## config.mk

```make
export PLATFORM = sky130hd
export DESIGN_NAME = pcpc_regs
export DESIGN_NICKNAME = d
export VERILOG_FILES = /design/src/pcpc_pkg.sv /design/src/pcpc_delay_timer.sv /design/src/pcpc_regs.sv
export SDC_FILE = /design/constraint.sdc
export NUM_CORES = 1
export LEC_CHECK = 0
export BUFFER_PORTS_ARGS = -buffer_cell sky130_fd_sc_hd__buf_2
export CELL_PAD_IN_SITES_DETAIL_PLACEMENT = 0
export CELL_PAD_IN_SITES_GLOBAL_PLACEMENT = 1
export CORE_UTILIZATION = 44
export CTS_CLUSTER_SIZE = 30
export DETAILED_ROUTE_END_ITERATION = 7
export MAX_ROUTING_LAYER = met4
export PLACE_DENSITY_LB_ADDON = 0.1
export SLEW_MARGIN = 30
export SYNTH_ARGS = -nofsm -noshare
export SYNTH_HDL_FRONTEND = slang
export SYNTH_SLANG_ARGS = --single-unit
export TNS_END_PERCENT = 30
```

## constraint.sdc

```tcl
create_clock -name clk -period 2.4 [get_ports clk]
set_input_delay 0.24 -clock clk [delete_from_list [all_inputs] [get_ports clk]]
set_output_delay 0.24 -clock clk [all_outputs]
set_load 0.02 [all_outputs]
```

## src/pcpc_pkg.sv

```systemverilog
package pcpc_pkg;

   // Register offsets on the host control port
   localparam logic [7:0] ADDR_MISC_CONFIG = 8'h11;
   localparam logic [7:0] ADDR_CLOCK_SYNC  = 8'h12;
   localparam logic [7:0] ADDR_SUPPLY_MON  = 8'h13;
   localparam logic [7:0] ADDR_IRQ_STATUS  = 8'h20;
   localparam logic [7:0] ADDR_IRQ_MASK    = 8'h21;
   localparam logic [7:0] ADDR_LIVE_STATUS = 8'h22;

   // Values held while reset is asserted, before the OTP load
   localparam logic [7:0] MISC_CONFIG_RST = 8'h3c;
   localparam logic [7:0] CLOCK_SYNC_RST  = 8'h02;
   localparam logic [7:0] SUPPLY_MON_RST  = 8'h00;
   localparam logic [7:0] IRQ_STATUS_RST  = 8'h00;
   localparam logic [7:0] IRQ_MASK_RST    = 8'h00;

   // Misc power config fields
   localparam int CFG_RISE_SCALE_BIT = 7;
   localparam int CFG_FALL_SCALE_BIT = 6;
   localparam int CFG_SYNC_PD_BIT    = 5;
   localparam int CFG_ENABLE_PIN_THREE_PULLDOWN_BIT     = 4;
   localparam int CFG_ENABLE_PIN_TWO_PULLDOWN_BIT     = 3;
   localparam int CFG_ENABLE_PIN_ONE_PULLDOWN_BIT     = 2;
   localparam int CFG_THERM_BIT      = 1;
   localparam int CFG_DITHER_BIT     = 0;

   // Clock sync control fields
   localparam int CS_PLL_EN_BIT = 6;
   localparam int CS_FRAC_BIT   = 5;
   localparam int CS_RATE_LSB   = 0;
   localparam int CS_RATE_MSB   = 4;
   localparam logic [4:0] RATE_MAX_CODE = 5'h17;

   // Supply monitor enable fields
   localparam int SM_WINDOW_BIT   = 6;
   localparam int SM_ANALOG_BIT   = 5;
   localparam int SM_MON_TWO_BIT  = 4;
   localparam int SM_MON_ONE_BIT  = 3;
   localparam int SM_STEPUP_BIT   = 2;
   localparam int SM_STEPDN1_BIT  = 1;
   localparam int SM_STEPDN0_BIT  = 0;
   localparam logic [7:0] SM_RECONFIG_MASK = 8'h7f;

   // Interrupt status bits
   localparam int IRQ_CLK_APPEAR_BIT = 0;
   localparam int IRQ_CLK_LOST_BIT   = 1;
   localparam int IRQ_RECONFIG_BIT   = 2;
   localparam int IRQ_RISE_DONE_BIT  = 3;
   localparam int IRQ_FALL_DONE_BIT  = 4;
   localparam logic [7:0] IRQ_IMPL_MASK = 8'h1f;

   // Timing
   localparam int CLK_PERIOD_PS    = 10000;
   localparam int HALF_MS_NS       = 500000;
   localparam int HALF_MS_CYCLES   = (HALF_MS_NS * 1000) / CLK_PERIOD_PS;
   localparam int CLK_LOSS_NS      = 2000;
   localparam int CLK_LOSS_CYCLES  = (CLK_LOSS_NS * 1000) / CLK_PERIOD_PS;

   // Sync input presence detector
   typedef enum logic [0:0] {
      PCPC_CLK_ABSENT  = 1'b0,
      PCPC_CLK_PRESENT = 1'b1
   } pcpc_clk_state_t;

   // Delay timer
   typedef enum logic [0:0] {
      PCPC_TMR_IDLE = 1'b0,
      PCPC_TMR_RUN  = 1'b1
   } pcpc_tmr_state_t;

endpackage

```

## src/pcpc_delay_timer.sv

```systemverilog
`timescale 1ns/1ps

module pcpc_delay_timer #(
   parameter int UNIT_CYCLES = 50000
) (
   input  wire logic       clk,
   input  wire logic       rstn,
   input  wire logic       start,
   input  wire logic [3:0] code,
   input  wire logic       double_step,
   output logic            busy,
   output logic            done
);
   import pcpc_pkg::*;

   localparam int PW = $clog2(UNIT_CYCLES) + 1;
   localparam logic [PW-1:0] UNIT_LAST = PW'(UNIT_CYCLES - 1);

   pcpc_tmr_state_t state_q;
   logic [PW-1:0]   prescale_q;
   logic [4:0]      units_q;

   // Half-millisecond units left; one code step is two units when doubled
   always_ff @(posedge clk or negedge rstn) begin
      if (!rstn) begin
         state_q    <= PCPC_TMR_IDLE;
         prescale_q <= '0;
         units_q    <= 5'h00;
         done       <= 1'b0;
      end else begin
         done <= 1'b0;
         if (start) begin
            // A new edge restarts the count, the old one is dropped
            state_q    <= PCPC_TMR_RUN;
            prescale_q <= '0;
            units_q    <= double_step ? {code, 1'b0} : {1'b0, code};
         end else begin
            case (state_q)
               PCPC_TMR_RUN: begin
                  if (units_q == 5'h00) begin
                     done    <= 1'b1;
                     state_q <= PCPC_TMR_IDLE;
                  end else if (prescale_q == UNIT_LAST) begin
                     prescale_q <= '0;
                     units_q    <= units_q - 5'h01;
                  end else begin
                     prescale_q <= prescale_q + PW'(1);
                  end
               end
               default: begin
                  state_q <= PCPC_TMR_IDLE;
               end
            endcase
         end
      end
   end

   assign busy = (state_q == PCPC_TMR_RUN);

endmodule // pcpc_delay_timer

```

## src/pcpc_regs.sv

```systemverilog
`timescale 1ns/1ps

// How it works
// - Startup scale clear gives 0.5 ms steps, set gives 1 ms steps.
// - Shutdown scale clear gives 0.5 ms steps, set gives 1 ms steps.
// - Config bit 5 drives the sync input pull-down, default on.
// - Config bits 4..2 drive enable pin three, two, one pull-downs, default on.
// - Thermal level bit picks 125 C when clear, 140 C when set.
// - Config bit 0 turns on clock dithering for the converters.
// - PLL bit 6 clear keeps PLL off and RC oscillator only.
// - PLL bit set runs PLL when powered, uses sync clock when present.
// - With PLL on, sync clock appearing or vanishing raises an interrupt.
// - Five-bit rate code means code plus one MHz; above 0x17 reserved.
// - Window bit 6 picks undervoltage-only or over-and-under monitoring.
// - Supply monitor bits 5..0 enable each check, all off at reset.
// - Changing any monitor enable or window bit raises an interrupt.
// - After reset every config field loads from OTP values.
// - Startup delay is code times 0.5 ms, or times 1 ms scaled.
module pcpc_regs #(
   parameter int UNIT_CYCLES = pcpc_pkg::HALF_MS_CYCLES
) (
   input  wire logic       clk,
   input  wire logic       rstn,
   input  wire logic [7:0] reg_addr,
   input  wire logic [7:0] reg_wdata,
   input  wire logic       reg_wr,
   input  wire logic       reg_rd,
   output logic      [7:0] reg_rdata,
   input  wire logic [7:0] otp_misc_config,
   input  wire logic [7:0] otp_clock_sync,
   input  wire logic [7:0] otp_supply_mon,
   input  wire logic       device_powered,
   input  wire logic       sync_input_pin,
   input  wire logic       delay_control,
   input  wire logic [3:0] rise_code,
   input  wire logic [3:0] fall_code,
   output logic            sync_input_pulldown,
   output logic            enable_pin_one_pulldown,
   output logic            enable_pin_two_pulldown,
   output logic            enable_pin_three_pulldown,
   output logic            thermal_alarm_level,
   output logic            dither_enable,
   output logic            pll_enable,
   output logic            use_sync_clock,
   output logic      [4:0] sync_input_rate,
   output logic            supply_window_mode,
   output logic            analog_supply_check_enable,
   output logic            monitor_two_check_enable,
   output logic            monitor_one_check_enable,
   output logic            stepup_check_enable,
   output logic            stepdown_one_check_enable,
   output logic            stepdown_zero_check_enable,
   output logic            rise_delay_done,
   output logic            fall_delay_done,
   output logic            irq
);
   import pcpc_pkg::*;

   localparam logic [11:0] LOSS_LAST = 12'(CLK_LOSS_CYCLES - 1);

   // Hardware set wins over a software clear in the same cycle
   function automatic logic [7:0] sticky(input logic [7:0] cur,
                                         input logic [7:0] set,
                                         input logic [7:0] clr);
      sticky = (cur & ~clr) | set;
   endfunction

   function automatic logic hit(input logic [7:0] addr, input logic [7:0] target);
      hit = (addr == target);
   endfunction

   logic [7:0]      misc_config_q;
   logic [7:0]      clock_sync_q;
   logic [7:0]      supply_mon_q;
   logic [7:0]      irq_status_q;
   logic [7:0]      irq_mask_q;
   logic            otp_load_q;
   logic            sw_wr;
   logic [7:0]      irq_set;
   logic [7:0]      irq_clr;
   logic [7:0]      live_status;
   pcpc_clk_state_t clk_state_q;
   logic [11:0]     gap_q;
   logic            pin_prev_q;
   logic            pin_edge;
   logic            clk_appear;
   logic            clk_lost;
   logic            ctrl_prev_q;
   logic            rise_busy;
   logic            fall_busy;
   logic            rise_done_p;
   logic            fall_done_p;
   logic            rise_start;
   logic            fall_start;

   // Software writes are held off during the single OTP load cycle
   // Hazard: a write in that cycle is lost
   assign sw_wr = reg_wr && !otp_load_q;

   // Load pending flag: set by reset, drops after the first edge
   always_ff @(posedge clk or negedge rstn) begin
      if (!rstn) begin
         otp_load_q <= 1'b1;
      end else begin
         otp_load_q <= 1'b0;
      end
   end

   // Misc power config: scales, pull-downs, thermal level, dithering
   always_ff @(posedge clk or negedge rstn) begin
      if (!rstn) begin
         misc_config_q <= MISC_CONFIG_RST;
      end else if (otp_load_q) begin
         misc_config_q <= otp_misc_config;
      end else if (sw_wr && hit(reg_addr, ADDR_MISC_CONFIG)) begin
         misc_config_q <= reg_wdata;
      end
   end

   // Clock sync control; reserved bit 7 is kept as written
   always_ff @(posedge clk or negedge rstn) begin
      if (!rstn) begin
         clock_sync_q <= CLOCK_SYNC_RST;
      end else if (otp_load_q) begin
         clock_sync_q <= otp_clock_sync;
      end else if (sw_wr && hit(reg_addr, ADDR_CLOCK_SYNC)) begin
         // Fractional divider bit is stored only; software keeps it zero
         // Rate is taken as written; software stops the PLL first
         clock_sync_q <= reg_wdata;
      end
   end

   // Supply monitor enables and window mode
   always_ff @(posedge clk or negedge rstn) begin
      if (!rstn) begin
         supply_mon_q <= SUPPLY_MON_RST;
      end else if (otp_load_q) begin
         supply_mon_q <= otp_supply_mon;
      end else if (sw_wr && hit(reg_addr, ADDR_SUPPLY_MON)) begin
         supply_mon_q <= reg_wdata;
      end
   end

   // Sync input presence: any edge marks it present, a long gap absent
   // The gap count saturates, so a dead pin holds still
   assign pin_edge = sync_input_pin ^ pin_prev_q;

   always_ff @(posedge clk or negedge rstn) begin
      if (!rstn) begin
         pin_prev_q  <= 1'b0;
         gap_q       <= 12'h000;
         clk_state_q <= PCPC_CLK_ABSENT;
      end else begin
         pin_prev_q <= sync_input_pin;
         if (pin_edge) begin
            gap_q <= 12'h000;
         end else if (gap_q != LOSS_LAST) begin
            gap_q <= gap_q + 12'h001;
         end
         case (clk_state_q)
            PCPC_CLK_ABSENT: begin
               if (pin_edge) begin
                  clk_state_q <= PCPC_CLK_PRESENT;
               end
            end
            PCPC_CLK_PRESENT: begin
               if (!pin_edge && gap_q == LOSS_LAST) begin
                  clk_state_q <= PCPC_CLK_ABSENT;
               end
            end
            default: begin
               clk_state_q <= PCPC_CLK_ABSENT;
            end
         endcase
      end
   end

   // Presence changes count as events only while the PLL bit is set
   assign clk_appear = clock_sync_q[CS_PLL_EN_BIT] && pin_edge &&
                       (clk_state_q == PCPC_CLK_ABSENT);
   assign clk_lost   = clock_sync_q[CS_PLL_EN_BIT] && !pin_edge && gap_q == LOSS_LAST &&
                       (clk_state_q == PCPC_CLK_PRESENT);

   // PLL runs only when enabled and the device is in standby or active
   always_ff @(posedge clk or negedge rstn) begin
      if (!rstn) begin
         pll_enable     <= 1'b0;
         use_sync_clock <= 1'b0;
      end else begin
         pll_enable     <= clock_sync_q[CS_PLL_EN_BIT] && device_powered;
         use_sync_clock <= clock_sync_q[CS_PLL_EN_BIT] && device_powered &&
                           (clk_state_q == PCPC_CLK_PRESENT);
      end
   end

   // Startup and shutdown delay timers on the control signal edges
   always_ff @(posedge clk or negedge rstn) begin
      if (!rstn) begin
         ctrl_prev_q <= 1'b0;
      end else begin
         ctrl_prev_q <= delay_control;
      end
   end

   // Control edges; a level high at reset release counts as a rise
   assign rise_start = delay_control && !ctrl_prev_q;
   assign fall_start = !delay_control && ctrl_prev_q;

   // Codes are taken at the edge only
   pcpc_delay_timer #(
      .UNIT_CYCLES (UNIT_CYCLES)
   ) u_rise_timer (
      .clk         (clk),
      .rstn        (rstn),
      .start       (rise_start),
      .code        (rise_code),
      .double_step (misc_config_q[CFG_RISE_SCALE_BIT]),
      .busy        (rise_busy),
      .done        (rise_done_p)
   );

   pcpc_delay_timer #(
      .UNIT_CYCLES (UNIT_CYCLES)
   ) u_fall_timer (
      .clk         (clk),
      .rstn        (rstn),
      .start       (fall_start),
      .code        (fall_code),
      .double_step (misc_config_q[CFG_FALL_SCALE_BIT]),
      .busy        (fall_busy),
      .done        (fall_done_p)
   );

   // Delay completion pulses, registered once more for the pins
   always_ff @(posedge clk or negedge rstn) begin
      if (!rstn) begin
         rise_delay_done <= 1'b0;
         fall_delay_done <= 1'b0;
      end else begin
         rise_delay_done <= rise_done_p;
         fall_delay_done <= fall_done_p;
      end
   end

   // Interrupt sources
   always_comb begin
      irq_set = 8'h00;
      irq_set[IRQ_CLK_APPEAR_BIT] = clk_appear;
      irq_set[IRQ_CLK_LOST_BIT]   = clk_lost;
      // Any change of the monitor set-up may glitch the checks, so flag it
      irq_set[IRQ_RECONFIG_BIT]   = sw_wr && hit(reg_addr, ADDR_SUPPLY_MON) &&
                                    (((reg_wdata ^ supply_mon_q) & SM_RECONFIG_MASK) != 8'h00);
      irq_set[IRQ_RISE_DONE_BIT]  = rise_done_p;
      irq_set[IRQ_FALL_DONE_BIT]  = fall_done_p;
   end

   // Clear mask is the write data itself
   assign irq_clr = (sw_wr && hit(reg_addr, ADDR_IRQ_STATUS)) ? reg_wdata : 8'h00;

   // Sticky status, write one to clear
   // Unused bits read zero whatever is written
   always_ff @(posedge clk or negedge rstn) begin
      if (!rstn) begin
         irq_status_q <= IRQ_STATUS_RST;
      end else begin
         irq_status_q <= sticky(irq_status_q, irq_set, irq_clr) & IRQ_IMPL_MASK;
      end
   end

   // Interrupt mask, one enables the matching status bit
   // Mask starts clear, so irq stays low until set up
   always_ff @(posedge clk or negedge rstn) begin
      if (!rstn) begin
         irq_mask_q <= IRQ_MASK_RST;
      end else if (sw_wr && hit(reg_addr, ADDR_IRQ_MASK)) begin
         irq_mask_q <= reg_wdata & IRQ_IMPL_MASK;
      end
   end

   // Level interrupt, one cycle behind the status bits
   // Registered so the pin never glitches
   always_ff @(posedge clk or negedge rstn) begin
      if (!rstn) begin
         irq <= 1'b0;
      end else begin
         irq <= (irq_status_q & irq_mask_q) != 8'h00;
      end
   end

   // Live status: presence, clock choice, PLL, reserved rate, timers
   // Read-only; writes to its offset are ignored
   always_comb begin
      live_status    = 8'h00;
      live_status[0] = (clk_state_q == PCPC_CLK_PRESENT);
      live_status[1] = use_sync_clock;
      live_status[2] = pll_enable;
      live_status[3] = clock_sync_q[CS_RATE_MSB:CS_RATE_LSB] > RATE_MAX_CODE;
      live_status[4] = rise_busy;
      live_status[5] = fall_busy;
   end

   // Registered read data, zero for unmapped addresses and idle cycles
   // Idle zero lets slaves share a wired-or bus
   always_ff @(posedge clk or negedge rstn) begin
      if (!rstn) begin
         reg_rdata <= 8'h00;
      end else if (reg_rd) begin
         case (reg_addr)
            ADDR_MISC_CONFIG: reg_rdata <= misc_config_q;
            ADDR_CLOCK_SYNC:  reg_rdata <= clock_sync_q;
            ADDR_SUPPLY_MON:  reg_rdata <= supply_mon_q;
            ADDR_IRQ_STATUS:  reg_rdata <= irq_status_q;
            ADDR_IRQ_MASK:    reg_rdata <= irq_mask_q;
            ADDR_LIVE_STATUS: reg_rdata <= live_status;
            default:          reg_rdata <= 8'h00;
         endcase
      end else begin
         reg_rdata <= 8'h00;
      end
   end

   // Configuration outputs straight from the register flops
   assign sync_input_pulldown        = misc_config_q[CFG_SYNC_PD_BIT];
   assign enable_pin_three_pulldown  = misc_config_q[CFG_ENABLE_PIN_THREE_PULLDOWN_BIT];
   assign enable_pin_two_pulldown    = misc_config_q[CFG_ENABLE_PIN_TWO_PULLDOWN_BIT];
   assign enable_pin_one_pulldown    = misc_config_q[CFG_ENABLE_PIN_ONE_PULLDOWN_BIT];
   assign thermal_alarm_level        = misc_config_q[CFG_THERM_BIT];
   assign dither_enable              = misc_config_q[CFG_DITHER_BIT];
   // Rate code passes as stored; the PLL reads freq = code + 1 MHz
   assign sync_input_rate            = clock_sync_q[CS_RATE_MSB:CS_RATE_LSB];
   assign supply_window_mode         = supply_mon_q[SM_WINDOW_BIT];
   assign analog_supply_check_enable = supply_mon_q[SM_ANALOG_BIT];
   assign monitor_two_check_enable   = supply_mon_q[SM_MON_TWO_BIT];
   assign monitor_one_check_enable   = supply_mon_q[SM_MON_ONE_BIT];
   assign stepup_check_enable        = supply_mon_q[SM_STEPUP_BIT];
   assign stepdown_one_check_enable  = supply_mon_q[SM_STEPDN1_BIT];
   assign stepdown_zero_check_enable = supply_mon_q[SM_STEPDN0_BIT];

endmodule // pcpc_regs

```

* Yosys cells after proc, flatten, opt, wreduce, memory -nomap -nowiden
Cells that the tools add are included.
** Word-level totals
- Bits in latches :: 0
- Memories :: 0
- Output and inout bits :: 31
- ROM bits :: 0
- Word-level logic and storage cells :: 130
- Bits in writable memories :: 0
- Bits of input ports :: 55
- Register bits after elaboration :: 111
** Cells by class
- Eq/ne operators :: 12
- Multiplexer cells :: 44
- Shift operators :: 0
- $add $sub $neg :: 5
- Bitwise operators :: 7
- Magnitude comparators :: 1
- Reduce and logical (&&, ||, !) cells :: 37
- Divide/modulo/power cells :: 0
- Multipliers :: 0
** Operators with widths (count)
- $mux 17 :: 8
- $mux 8 :: 7
- $mux 5 :: 11
- $pmux 8 s6 :: 1
- $add 17x1->17 const B :: 2
- $eq 17x16->1 const B :: 2
- $eq 8x5->1 const B :: 3
- $eq 8x6->1 const B :: 3
- $mux 12 :: 2
- $logic_and 1x1->1 :: 17
- $reduce_bool 2->1 :: 8
- $reduce_bool 8->1 :: 2
- $mux 1 :: 14
- $add 12x1->12 const B :: 1
- $eq 12x8->1 const B :: 1
- $ne 12x8->1 const B :: 1
- $and 5x5->5 :: 2
- $logic_not 5->1 :: 2
- $sub 5x1->5 const B :: 2
- $xor 7x7->7 :: 1
- $reduce_and 3->1 :: 2
- $gt 5x5->1 const B :: 1
- $not 5->5 :: 1
- $or 5x5->5 :: 1
- 6 further kinds :: 11

* Longest topological paths before layout
- Word-level depth :: 7
- Depth in mapped cells :: 8
- Gate-level depth less buffers :: 8

* By module
A second synthesis with hierarchy kept.
** Second synthesis, totals
- Cells, all modules :: 613
- Area, all modules :: 5953.2 µm²
** Modules (own cells, without submodules)
- pcpc_regs :: times used 1, area each 3185.6 µm², sequential area each 1584.0 µm², cells an instance 309
- pcpc_delay_timer :: times used 2, area each 1383.8 µm², sequential area each 600.6 µm², cells an instance 152

* Worst setup path after synthesis
Ideal clock, no wire load.
- Path kind :: register -> register
- From :: register u_fall_timer.prescale_q[0]
- To :: register u_fall_timer.prescale_q[14]
- Cell stages (with the launch flop) :: 9
- Library setup time :: 104 ps
- Data required time :: 2296 ps
- Setup slack :: 386 ps
- Arrival time :: 1910 ps
- Clock period less this slack :: 2014 ps
- Path buffers :: 2
- Cells stage by stage :: dfrtp_1 ha_1 and3_1 clkbuf_1 nand4_1 o21ai_1 or2_2 buf_2 o41ai_2
** Between the ends
- Cells in the longest elaborated chain, start to end :: 5
- Elaborated cells on any way between the ends :: 6
- Classes of those cells :: add/sub (1); eq/ne (1); mux (4)
** Ends and longest elaborated chain
- from (decl) :: line pcpc_delay_timer.sv:20 : logic [PW-1:0] prescale_q;
- from (signal assigned) :: line pcpc_delay_timer.sv:47 : prescale_q <= prescale_q + PW'(1);
- $add 17x1->17 or $eq 17x16->1 (tied branches) :: line pcpc_delay_timer.sv:47, pcpc_delay_timer.sv:43
- $mux 17 * :: line pcpc_delay_timer.sv:43 : end else if (prescale_q == UNIT_LAST) begin
- $mux 17 * :: line pcpc_delay_timer.sv:40 : if (units_q == 5'h00) begin
- $mux 17 * :: line pcpc_delay_timer.sv:38 : case (state_q)
- $mux 17 * :: line pcpc_delay_timer.sv:32 : if (start) begin
Mark *: on every way between the ends. The rest lies on a longest branch, timed or not. The select of a mux whose other input is x is not followed.
A chain may end at the register's enable or synchronous reset.

* Worst setup path after layout
- From :: register u_fall_timer.prescale_q[0]
- To :: register u_fall_timer.prescale_q[3]
Same word-level chain as after synthesis.

==> flow_metrics.tcl <==
set metrics [dict create \
    place.detailed.hpwl_mm 11.3 \
    via_count 5090 \
    grt-ovfl-total 0 \
    worst_pin_slew_ns 0.776 \
    drv_slew 0 \
    rrSetupSlack_ns 0.24 \
    die_x_microns 119 \
    synth_top_cell_area_share_pct 43.8 \
    wirelength_mm 15.3 \
    hold_class "in -> reg" \
    synth-seq-cells 111 \
    track_usage_pct 23.8 \
    drtIter0Drc 250 \
    gp_congestion 0.897 \
    min_to "ctrl_prev_q" \
    power.density_nw_per_um2 640 \
    drive_gt1_share_pct 20.2 \
    syn_inst 631 \
    htreeDepth 3 \
    io_pins 86 \
    synthToLayoutAreaGrowth_pct 15.7 \
    numPortBuffers 85 \
    rows 42 \
    hold_viol_final 0 \
    final_common_cell "dfrtp_1" \
    synth_cell_types 63 \
    rsz0062_at_grt "no" \
    ys_seq_area_share_pct 46.5 \
    synth_area_leader_cell "dfrtp_1" \
    clock_sinks 111 \
    worstPathRequired_ns 2.64 \
    syn-num-nets 693 \
    end_kind "register" \
    clock_path_buffers 2 \
    fin_area_sq_um 6940 \
    cts_buffers 9 \
    yosysWarnings 0 \
    coreArea_sq_um 13200 \
    final_nets 774 \
    cts_resized 0 \
    final.fill_count 1315 \
    setup_ws_ns 0.243 \
    remaining_drc_errors 0 \
    setup_viol 0 \
    total_power_w 0.00444 \
    placed_area_sq_um 6620 \
    cts-hold-fix-buffers 2 \
    post-place-ws_ns 0.221 \
    reg2reg_from "u_fall_timer.prescale_q[0]" \
    final_core_util_pct 52.4 \
    grt_start_max_net_pins 66 \
    fin_skew_ns 0.00772 \
    cellLeakagePower_nw 3.22 \
    maxCapViolCount 0 \
    synth_edf_count 0 \
    max_slew_margin_pct 48.1 \
    period_share_pct 89.9 \
    ys.flop_type "dfrtp_1" \
    synth_area_leaders "dfrtp_1, mux2i_1, nand2_1, o21ai_0, nand3_1" \
    clock_latency_ns 0.35 \
    clkTransAtPathRegs_ns 0.07 \
    cp-start-kind "register" \
    first_global_vias 5067 \
    cts_tree "built" \
    syn_area_sq_um 6000 \
    postRouteAntennaNets 0 \
    grt_pass1_wl_mm 25.8 \
    clockRootBuffer "clkbuf_16" \
    wl_per_cell_microns 17.1 \
    antenna_found_initial 1 \
    start_util_pct 45.3 \
    path_class "reg -> reg" \
    critical_path_peak_fanout 13 \
    outcome "complete, no violations" \
    syn-mean-instance-area_sq_um 9.50 \
    hold_depth 1 \
    min_period_ns 2.16 \
    die_area_sq_um 14100 \
    critPathArrivalTime_ns 2.39 \
    synth-async-reset-ratio_pct 100 \
    fp.dieH_microns 119 \
    fin_tns_setup_ns 0 \
    fmax_ghz 0.464 \
    hold_start "delay_control" \
    r2r_cells 6 \
    ir_drop_v 0.000399 \
    crit_path_start "u_fall_timer.prescale_q[0]" \
    first_pass_iters 5 \
    cts_setup_buffers 0 \
    layout_common_cells "dfrtp_1, buf_2, nand2_1, o21ai_0" \
    timing.rr.end "u_fall_timer.prescale_q[3]" \
    vias_per_cell 5.69 \
]
[worst max-delay path: stages (launching register included)]
cell and delay [ns]:
dfrtp_1 0.42, ha_1 0.24, and3_1 0.28, nand4_1 0.18, o21ai_1 0.12, or2_2 0.45, o311ai_0 0.35
[how the worst max path moves through the flow]
stage / slack, ns / end / cells after the start
finish: 0.24 / u_fall_timer.prescale_q[3] / 6
global route: 0.03 / u_rise_timer.units_q[0] / 8
CTS: 0.24 / u_fall_timer.prescale_q[3] / 6
detailed placement: 0.22 / u_fall_timer.prescale_q[7] / 6
global placement: 0.28 / supply_mon_q[4] / 6
floorplan: 0.39 / u_fall_timer.prescale_q[14] / 8
[final cells by class]
class	count	area [sq um]	area share, %
multi-input combinational	473	3010	43.3
sequential	111	2790	40.1
timing repair buffer	102	573	8.26
clock buffer	11	253	3.64
tap	176	220	3.17
inverter	15	56.3	0.811
clock inverter	5	41.3	0.595
antenna	1	2.50	0.0361
[cell usage after synthesis, drive strengths merged (8+ instances only)]
| master | number |
|---|---|
| nand2 | 80 |
| nand3 | 37 |
| clkbuf | 19 |
| a21o | 11 |
| nand4 | 15 |
| xnor2 | 10 |
| and2 | 9 |
| xor2 | 9 |
| nor3 | 14 |
| o31ai | 8 |
| buf | 13 |
| inv | 15 |
| a21oi | 16 |
| and3 | 15 |
| nor2 | 37 |
| mux2i | 34 |
| a31oi | 8 |
| dfrtp | 105 |
| o21ai | 47 |
| nor2b | 11 |
| a22oi | 12 |
| mux2 | 8 |
[where the power goes]
group	internal [W]	switching (W)	total (W)	leakage [nW]
Clock	0.000769	0.000696	0.00147	0.138
Combinational	0.000293	0.000456	0.000748	1.65
Sequential	0.00204	0.000187	0.00222	1.44
[per-stage QoR]
step                hold slack [ns]  instances
detailed placement           0.0759        875
finish                       0.0432        894
CTS                          0.0210        893
global placement             0.0783        875
floorplan                   -0.0556        631
global route                 0.0346        894
[cells by family (layout without fill, tap and decap cells)]
kind of cell	Yosys count	in the layout	synth area share, %
compound gates	142	142	15.7
simple gates	262	262	23.0
buf+inv	47	133	3.38
fa+ha+maj	7	7	1.46
mux	42	42	7.18
flops	111	111	46.5
xor+xnor	19	19	2.78
other cells	1	2	0.0625
[routing by layer]
layer | GRT usage [%] | share of wire [%]
met1 | 31.5 | 48
met2 | 37.2 | 46
met3 | 4.78 | 4.6
met4 | 6.57 | 1.1
met5 | - | 0
[sequential cells by signal, indices dropped and copies added (netlist names), 5 cells and up]
name,cells
u_rise_timer.units_q,5
misc_config_q,8
u_fall_timer.units_q,5
reg_rdata,8
u_rise_timer.prescale_q,17
irq_status_q,5
clock_sync_q,8
irq_mask_q,5
u_fall_timer.prescale_q,17
supply_mon_q,8
gap_q,12
Note: power is estimated with default switching activity, not from simulation.
